### src/design/analog_io_control_status_defines.svh
`ifndef ANALOG_IO_CONTROL_STATUS_DEFINES_SVH
`define ANALOG_IO_CONTROL_STATUS_DEFINES_SVH

// host i/o byte offsets from the board base
`define CTRL_OFFS 5'h06
`define STATUS_OFFS 5'h18
`define DAC_DATA_OFFS 5'h04
`define ACQ_CLEAR_OFFS 5'h08

// control and status reset values
`define CTRL_RESET 16'h0000
`define WORD_ZERO 16'h0000

// status word field positions
`define ST_ACQ_DONE 15
`define ST_ACQ_ACTIVE 14
`define ST_HALF_N 13
`define ST_NONEMPTY 12

// output fifo word markers
`define W_SECOND_READ 15
`define W_BUFFER_END 14

// conversion fifo half level and output fifo depth
`define CONV_HALF_LEVEL 256
`define OUT_FIFO_DEPTH 16

`endif

### src/design/placeholder_unused.sv
`timescale 1ns/1ps
`default_nettype none
`default_nettype wire

### src/design/analog_io_control_status_pkg.sv
package analog_io_control_status_pkg;

   typedef struct packed {
      logic [1:0] clk_mode;
      logic out1_serial_en;
      logic out0_serial_link_en;
      logic [3:0] waveform_mode_sel;
      logic update_inhibit;
      logic double_buffer_off;
      logic stop_at_buffer_end;
      logic conv_fifo_half_request;
      logic counter_src3_route;
      logic counter_gate2_route;
      logic fifo_write_path;
      logic ext_trigger_mask;
   } ctrl_s;

   typedef enum logic [1:0] {
      ACQ_IDLE = 2'h1,
      ACQ_RUN = 2'h2
   } acq_state_e;

   typedef struct packed {
      ctrl_s ctrl;
      acq_state_e acq;
      logic acq_done;
      logic conv_req;
      logic [15:0] hold;
      logic [15:0] dac_out;
      logic second;
      logic halted;
      logic trig_prev;
      logic timed_irq;
      logic retx;
      logic [15:0] rdata;
   } top_s;

endpackage : analog_io_control_status_pkg

### src/design/analog_io_control_status.sv
`timescale 1ns/1ps
`default_nettype none
`include "analog_io_control_status_defines.svh"

////////////////////////////////////////////////////////////////////////////////
module out_fifo #(
   parameter int WIDTH = 16,
   parameter int DEPTH = `OUT_FIFO_DEPTH
) (
   input wire logic core_clk,
   input wire logic rst,
   input wire logic in_valid,
   output logic in_ready,
   input wire logic [WIDTH-1:0] in_data,
   output logic out_valid,
   input wire logic out_ready,
   output logic [WIDTH-1:0] out_data,
   output logic [$clog2(DEPTH):0] level
);
   localparam int AW = $clog2(DEPTH);

   initial begin
      if (DEPTH < 2 || (1 << AW) != DEPTH || WIDTH < 1) begin
         $error("out_fifo: depth must be a power of two of at least 2");
      end
   end

   typedef struct packed {
      logic [DEPTH-1:0][WIDTH-1:0] mem;
      logic [AW-1:0] wptr;
      logic [AW-1:0] rptr;
      logic [AW:0] count;
   } fifo_s;

   fifo_s s_reg, s_next;
   logic push;
   logic pop;

   assign out_valid = (s_reg.count != '0);
   assign out_data = s_reg.mem[s_reg.rptr];
   assign pop = out_valid && out_ready;
   // a pop frees a slot in the same cycle, so a full fifo still accepts
   assign in_ready = (s_reg.count != (AW + 1)'(DEPTH)) || pop;
   assign push = in_valid && in_ready;
   assign level = s_reg.count;

   always_comb begin
      s_next = s_reg;
      if (push) begin
         s_next.mem[s_reg.wptr] = in_data;
         s_next.wptr = s_reg.wptr + 1'b1;
      end
      if (pop) begin
         s_next.rptr = s_reg.rptr + 1'b1;
      end
      s_next.count = s_reg.count + (AW + 1)'(push) - (AW + 1)'(pop);
   end

   always_ff @(posedge core_clk or posedge rst) begin
      if (rst) begin
         s_reg <= '0;
      end else begin
         s_reg <= s_next;
      end
   end
endmodule : out_fifo

////////////////////////////////////////////////////////////////////////////////
module analog_io_control_status #(
   parameter int CONV_LEVEL_W = 10,
   parameter int HALF_LEVEL = `CONV_HALF_LEVEL,
   parameter int OUT_DEPTH = `OUT_FIFO_DEPTH
) (
   input wire logic core_clk,
   input wire logic rst,
   input wire logic [4:0] io_addr,
   input wire logic io_wr,
   input wire logic io_rd,
   input wire logic io_dack,
   input wire logic [15:0] io_wdata,
   output logic [15:0] io_rdata,
   output logic io_ready,
   input wire logic update_tick,
   output logic [15:0] dac_out_data,
   output logic dac_dma_req,
   output logic timed_irq,
   output logic output_halted,
   input wire logic serial_valid,
   input wire logic [15:0] serial_data,
   output logic serial_ready,
   output logic [2:0] counter_stop_sel,
   output logic counter2_restart,
   input wire logic scan_clock_sig,
   input wire logic counter_out1,
   input wire logic gate2_internal,
   output logic counter_src3,
   output logic counter_gate2,
   input wire logic ext_trigger_in_n,
   input wire logic acq_end_in,
   input wire logic overflow_in,
   input wire logic overrun_in,
   output logic acq_start,
   input wire logic [CONV_LEVEL_W-1:0] conv_fifo_level,
   input wire logic conversion_request_en,
   output logic conv_request
);
   import analog_io_control_status_pkg::*;

   initial begin
      if (HALF_LEVEL < 1 || HALF_LEVEL >= (1 << CONV_LEVEL_W) || OUT_DEPTH < 2) begin
         $error("analog_io_control_status: unsupported parameter values");
      end
   end

   localparam int OAW = $clog2(OUT_DEPTH);
   localparam logic [CONV_LEVEL_W-1:0] HALF_CNT = CONV_LEVEL_W'(HALF_LEVEL);
   localparam logic [OAW:0] OUT_FULL = (OAW + 1)'(OUT_DEPTH);
   localparam logic [OAW:0] OUT_HALF = (OAW + 1)'(OUT_DEPTH / 2);

   function automatic logic uses_fifo(input logic [3:0] m);
      return m[2:0] != 3'h0;
   endfunction : uses_fifo

   function automatic logic is_cyclic(input logic [3:0] m);
      return m[2:0] == 3'h3;
   endfunction : is_cyclic

   top_s s_reg, s_next;
   logic [3:0] mode;
   logic ctrl_wr;
   logic host_dac_wr;
   logic fifo_wr_req;
   logic direct_wr;
   logic trig_fire;
   logic acq_stop;
   logic conv_nonempty;
   logic conv_half;
   logic pop;
   logic recirc;
   logic f_in_valid;
   logic f_in_ready;
   logic [15:0] f_in_data;
   logic f_out_valid;
   logic [15:0] f_out_data;
   logic [OAW:0] f_level;
   logic [15:0] status_word;

   assign mode = s_reg.ctrl.waveform_mode_sel;
   assign ctrl_wr = io_wr && !io_dack && (io_addr == `CTRL_OFFS);
   assign host_dac_wr = io_wr && !io_dack && (io_addr == `DAC_DATA_OFFS);
   assign fifo_wr_req = (io_wr && io_dack) || (host_dac_wr && s_reg.ctrl.fifo_write_path);
   assign direct_wr = host_dac_wr && !s_reg.ctrl.fifo_write_path;
   assign trig_fire = s_reg.trig_prev && !ext_trigger_in_n && !s_reg.ctrl.ext_trigger_mask;
   assign acq_stop = acq_end_in || overflow_in || overrun_in;
   assign conv_nonempty = (conv_fifo_level != '0);
   assign conv_half = (conv_fifo_level >= HALF_CNT);

   // second read of a pair, or one read per accepted update
   assign pop = f_out_valid && uses_fifo(mode) && !s_reg.halted &&
                (s_reg.second || (update_tick && !s_reg.ctrl.update_inhibit));
   assign recirc = pop && is_cyclic(mode);
   assign f_in_valid = recirc || (fifo_wr_req && !s_reg.ctrl.update_inhibit);
   assign f_in_data = recirc ? f_out_data : io_wdata;
   // recirculation owns the fifo input; host fifo writes wait meanwhile
   assign io_ready = !fifo_wr_req || (f_in_ready && !recirc);

   out_fifo #(.WIDTH(16), .DEPTH(OUT_DEPTH)) u_out_fifo (
      .core_clk(core_clk),
      .rst(rst),
      .in_valid(f_in_valid),
      .in_ready(f_in_ready),
      .in_data(f_in_data),
      .out_valid(f_out_valid),
      .out_ready(pop),
      .out_data(f_out_data),
      .level(f_level)
   );

   always_comb begin
      status_word = `WORD_ZERO;
      status_word[`ST_ACQ_DONE] = s_reg.acq_done;
      status_word[`ST_ACQ_ACTIVE] = (s_reg.acq == ACQ_RUN);
      status_word[`ST_HALF_N] = !conv_half;
      status_word[`ST_NONEMPTY] = conv_nonempty;
   end

   ////////////////////////////////////////////////////////////////////////////////
   always_comb begin
      s_next = s_reg;
      s_next.trig_prev = ext_trigger_in_n;
      s_next.timed_irq = update_tick && (mode == 4'h8);
      s_next.retx = 1'b0;
      s_next.second = 1'b0;

      if (ctrl_wr) begin
         s_next.ctrl = ctrl_s'(io_wdata);
         s_next.halted = 1'b0;
      end

      unique case (s_reg.acq)
         ACQ_IDLE: begin
            if (trig_fire) begin
               s_next.acq = ACQ_RUN;
            end
         end
         ACQ_RUN: begin
            if (acq_stop) begin
               s_next.acq = ACQ_IDLE;
            end
         end
         default: begin
            s_next.acq = ACQ_IDLE;
         end
      endcase

      // the end event wins over a clear strobe in the same cycle
      if (io_wr && !io_dack && (io_addr == `ACQ_CLEAR_OFFS)) begin
         s_next.acq_done = 1'b0;
      end
      if ((s_reg.acq == ACQ_RUN) && acq_stop) begin
         s_next.acq_done = 1'b1;
      end

      if (!conv_nonempty) begin
         s_next.conv_req = 1'b0;
      end else if (!s_reg.ctrl.conv_fifo_half_request) begin
         s_next.conv_req = 1'b1;
      end else if (conv_half || s_reg.acq_done) begin
         s_next.conv_req = 1'b1;
      end

      if (direct_wr) begin
         if (s_reg.ctrl.double_buffer_off) begin
            s_next.dac_out = io_wdata;
         end else begin
            s_next.hold = io_wdata;
         end
      end
      if (update_tick && !s_reg.ctrl.update_inhibit && !s_reg.ctrl.double_buffer_off &&
          !uses_fifo(mode)) begin
         s_next.dac_out = s_reg.hold;
      end

      if (pop) begin
         s_next.dac_out = f_out_data;
         s_next.second = mode[3] && f_out_data[`W_SECOND_READ] && !s_reg.second;
         if (is_cyclic(mode) && f_out_data[`W_BUFFER_END]) begin
            s_next.retx = 1'b1;
            if (s_reg.ctrl.stop_at_buffer_end) begin
               s_next.halted = 1'b1;
            end
         end
      end

      if (s_reg.ctrl.out0_serial_link_en && serial_valid) begin
         s_next.dac_out = serial_data;
      end

      if (io_rd) begin
         s_next.rdata = (io_addr == `STATUS_OFFS) ? status_word : `WORD_ZERO;
      end
   end

   always_ff @(posedge core_clk or posedge rst) begin
      if (rst) begin
         s_reg.ctrl <= ctrl_s'(`CTRL_RESET);
         s_reg.acq <= ACQ_IDLE;
         s_reg.acq_done <= 1'b0;
         s_reg.conv_req <= 1'b0;
         s_reg.hold <= `WORD_ZERO;
         s_reg.dac_out <= `WORD_ZERO;
         s_reg.second <= 1'b0;
         s_reg.halted <= 1'b0;
         s_reg.trig_prev <= 1'b1;
         s_reg.timed_irq <= 1'b0;
         s_reg.retx <= 1'b0;
         s_reg.rdata <= `WORD_ZERO;
      end else begin
         s_reg <= s_next;
      end
   end

   ////////////////////////////////////////////////////////////////////////////////
   assign io_rdata = s_reg.rdata;
   assign dac_out_data = s_reg.dac_out;
   assign timed_irq = s_reg.timed_irq;
   assign output_halted = s_reg.halted;
   assign serial_ready = s_reg.ctrl.out0_serial_link_en;
   assign acq_start = trig_fire && (s_reg.acq == ACQ_IDLE);
   assign conv_request = conversion_request_en && s_reg.conv_req;

   always_comb begin
      dac_dma_req = 1'b0;
      if (mode[2:0] == 3'h1) begin
         dac_dma_req = (f_level != OUT_FULL);
      end else if (mode[2:0] == 3'h2) begin
         dac_dma_req = (f_level < OUT_HALF);
      end
   end

   always_comb begin
      counter_stop_sel = 3'h0;
      unique case (mode[2:0])
         3'h4: counter_stop_sel = 3'h1;
         3'h5: counter_stop_sel = 3'h2;
         3'h6: counter_stop_sel = 3'h4;
         3'h7: counter_stop_sel = 3'h1;
         3'h0, 3'h1, 3'h2, 3'h3: counter_stop_sel = 3'h0;
      endcase
   end

   assign counter2_restart = (mode[2:0] == 3'h7);
   assign counter_src3 = s_reg.ctrl.counter_src3_route ? s_reg.retx : scan_clock_sig;
   assign counter_gate2 = s_reg.ctrl.counter_gate2_route ? counter_out1 : gate2_internal;
endmodule : analog_io_control_status

`default_nettype wire

### config.mk
export PLATFORM = sky130hd
export DESIGN_NAME = analog_io_control_status
export DESIGN_NICKNAME = d
export VERILOG_FILES = /design/src/design/placeholder_unused.sv /design/src/design/analog_io_control_status_pkg.sv /design/src/design/analog_io_control_status.sv
export VERILOG_INCLUDE_DIRS = /design/src /design/src/design
export SDC_FILE = /design/constraint.sdc
export NUM_CORES = 1
export LEC_CHECK = 0
export ABC_AREA = 1
export CAP_MARGIN = 15
export CORE_UTILIZATION = 43
export CTS_BUF_LIST = sky130_fd_sc_hd__clkbuf_16
export DETAILED_ROUTE_END_ITERATION = 8
export DONT_BUFFER_PORTS = 1
export PLACE_DENSITY = 0.58
export REMOVE_ABC_BUFFERS = 1
export SLEW_MARGIN = 20
export SYNTH_ARGS = -nofsm -noshare
export SYNTH_HDL_FRONTEND = slang
export SYNTH_SLANG_ARGS = --single-unit
### constraint.sdc
create_clock -name core_clk -period 30.6 [get_ports core_clk]
set_input_delay 3.06 -clock core_clk [delete_from_list [all_inputs] [get_ports core_clk]]
set_output_delay 3.06 -clock core_clk [all_outputs]
set_load 0.05 [all_outputs]
==> results.sh <==
export IMPL_outcome="completed"
export IMPL_wire_per_inst_microns=17.9
export IMPL_drt_initial_drc_count=1541
export IMPL_startpoint_type="input port"
export IMPL_fmax_ghz=0.126
export IMPL_n_fill_cell=3925
export IMPL_vias_per_cell=5.14
export IMPL_largest_reg_flops=264
export IMPL_crit_path_end_kind="primary output"
export IMPL_finalHoldViolations=0
export IMPL_relSlewSlack_pct=27.2
export IMPL_cp_common_cell="nand2_1"
export IMPL_path_cells="nand2_1 -> nand2_1 -> nand2_2 -> nor2_4 -> nand3_4 -> nand2_1 -> nand3_1"
export IMPL_tightest_slew_ns=1.09
export IMPL_peakVddDrop_mv=0.0526
export IMPL_period_share_pct=25.9
export IMPL_die_w_microns=202
export IMPL_post_cts_buffers=0
export IMPL_rsz0062_at_grt="false"
export IMPL_num_io_pins=107
export IMPL_min_path_type="register to register"
export IMPL_initial_core_util_pct=44.0
export IMPL_cts_tree="done"
export IMPL_antenna_found_initial=0
export IMPL_slew_viol_final=0
export IMPL_crit_family="simple AND/OR/NAND/NOR gates"
export IMPL_critPathKind="input port to primary output"
export IMPL_synth_seq_cells=327
export IMPL_arrival_ns=4.87
export IMPL_cts_resized=0
export IMPL_cts_buffer_depth=3
export IMPL_cap_violations=0
export IMPL_grt_pass1_vias=13976
export IMPL_grt_pass1_wl_microns=81900
export IMPL_antenna_cells=0
export IMPL_finClkSkew_ns=0.0217
export IMPL_hpwlAfterDp_microns=31800
export IMPL_cts_buffers=38
export IMPL_root_buffer="clkbuf_16"
export IMPL_seq_area_frac_synth_pct=47.7
export IMPL_holdPathStages=2
export IMPL_critPathBufInv=0
export IMPL_crit_slowest_cell="nor2_4"
export IMPL_dpl_instance_area_sq_um=17100
export IMPL_synth_warnings=0
export IMPL_area_growth_pct=6.57
export IMPL_holdCritStartpoint="u_out_fifo.s_reg[28]$_DFFE_PP0P_"
export IMPL_min_to="u_out_fifo.s_reg[28]$_DFFE_PP0P_"
export IMPL_fin_area_sq_um=18300
export IMPL_die_y_microns=202
export IMPL_fin_cells=2887
export IMPL_cts_sinks=327
export IMPL_r2r_end="u_out_fifo.s_reg[211]$_DFFE_PP0P_"
export IMPL_post_route_min_period_ns=7.93
export IMPL_gp_congestion=0.865
export IMPL_htreeDepth=2
export IMPL_rr_startpoint="u_out_fifo.s_reg[5]$_DFFE_PP0P_"
export IMPL_dp_cells=2818
export IMPL_dieArea_sq_um=40700
export IMPL_p_per_area_nw_per_um2=103
export IMPL_max_stage_delay_ns=0.54
export IMPL_nNetsFinal=2419
export IMPL_port_buffers=0
export IMPL_clk_pin_slew_worst_paths_ns=0.05
export IMPL_grt_start_max_net_pins=124
export IMPL_netlist_area_sq_um=17200
export IMPL_syn_inst=2426
export IMPL_num_vias=14831
export IMPL_drtAntennaViolNets=0
export IMPL_setup_viol=0
export IMPL_hold_buffers=0
export IMPL_routed_wl_microns=51600
export IMPL_drt_pass1_iter_count=5
export IMPL_drc=0
export IMPL_std_cell_rows=72
export IMPL_worstRegToRegCells=13
export IMPL_crit_required_ns=27.54
export IMPL_r2r_slack_ns=26.26
export IMPL_power_leakage_nw=10.2
export IMPL_drive_gt1_share_pct=5.28
export IMPL_gr_total_overflow=0
export IMPL_core_area_sq_um=39000
export IMPL_path_max_fanout=26
export IMPL_fin_tns_setup_ns=0
export IMPL_ys_types=40
export IMPL_clock_latency_ns=0.57
export IMPL_syn_area_per_cell_sq_um=7.08
export IMPL_grt_total_usage_pct=25.8
==> how the worst max path moves through the flow <==
stage,from,to,cells past startpoint
floorplan,rst,dac_out_data[0]$_DFFE_PP0P_,1
global placement,update_tick,io_ready,7
detailed placement,update_tick,io_ready,7
CTS,update_tick,io_ready,7
global route,update_tick,io_ready,7
finish,update_tick,io_ready,7
==> where the power goes <==
part | switching (W) | leakage, nW | internal [W]
logic | 0.000502 | 5.36 | 0.000214
clock network | 0.000188 | 0.595 | 0.000243
registers | 0.000135 | 4.20 | 0.000598
total | 0.000825 | 10.2 | 0.00106
==> area by class of cell <==
class,count,area (sq um),share of cell area (%)
Multi-Input combinational cell,1767,7460,40.8
Sequential cell,327,8190,44.8
Timing Repair Buffer,13,97.6,0.533
Inverter,193,746,4.08
Clock inverter,31,204,1.11
Clock buffer,38,951,5.20
Tap cell,518,648,3.54
==> synth_stat cells (all sizes together) <==
cell type  instances  share of area, %
or3                1             0.036
nand4              3              0.11
mux2               3              0.20
nor2              96               2.2
inv              182               4.0
nor3               1             0.029
nor4               2             0.073
o211ai             4              0.17
o21ai             40               1.2
nand3            174               6.0
and3               1             0.036
conb               1             0.022
o21a               3              0.13
nor3b              3              0.16
a31oi              9              0.33
nand2           1371                30
a21oi             13              0.38
clkinv            11              0.31
ha                16               1.2
xor2               8              0.41
dfstp              2              0.31
clkbuf            54               1.2
fa                 1              0.12
buf               96               3.8
a211oi             1             0.044
o22ai              5              0.18
dfrtp            325                47
==> placed cells by master, fill, tap and decap left out, types with 2 or more instances in the layout <==
cell and instances:
ha_1 16, nand4_1 3, dfstp_2 2, conb_1 12
xor2_1 8, nand3_2 7, inv_2 9, o211ai_1 4
o21a_1 3, nor2_4 2, a21oi_1 13, inv_6 2
bufinv_16 2, inv_1 178, nand2_1 1359, nand3_4 10
nand3_1 157, clkinv_2 16, clkbuf_16 38, nor4_1 2
mux2_2 3, nor3b_1 2, o21ai_0 40, nor2_1 93
clkinv_1 13, nand2_2 11, dfrtp_1 323, buf_4 13
o22ai_1 5, a31oi_1 9
==> routing by layer <==
metal	up-vias	track usage, %	wire length (microns)	part of all wire, %
met5	-	0	0	0
met4	0	9.36	1420	2.8
met3	71	3.35	3380	6.6
met2	467	40.1	23400	45
met1	7177	36.9	23400	45
li1	7116	-	-	-
==> worst register-to-register path, delay by kind of cell (launching register included) <==
family	cells	cell delay (ns)
flip-flops	1	0.46
AND/OR/NAND/NOR	10	1.96
buffers and inverters	3	1.84
==> cells by family after synthesis <==
kind of cell	Yosys count	share of synthesized area, %
simple gates	1652	38.8
compound gates	75	2.40
buf+inv	343	9.23
other cells	1	0.0218
flops	327	47.7
xor+xnor	8	0.408
mux	3	0.197
fa+ha+maj	17	1.28
==> per-stage QoR <==
stage                     utilization (%)  setup WS (ns)  hold slack [ns]  power, W
final                                46.9          22.67            0.477   0.00188
after detailed placement             43.9          22.68            0.460   0.00145
after CTS                            46.9          22.68            0.475   0.00188
after global routing                 46.9          22.54            0.488   0.00202
after global placement               43.9          22.75            0.456   0.00143
after floorplan                         -          18.49            0.442   0.00121
Note: power is estimated with default switching activity, not from simulation.
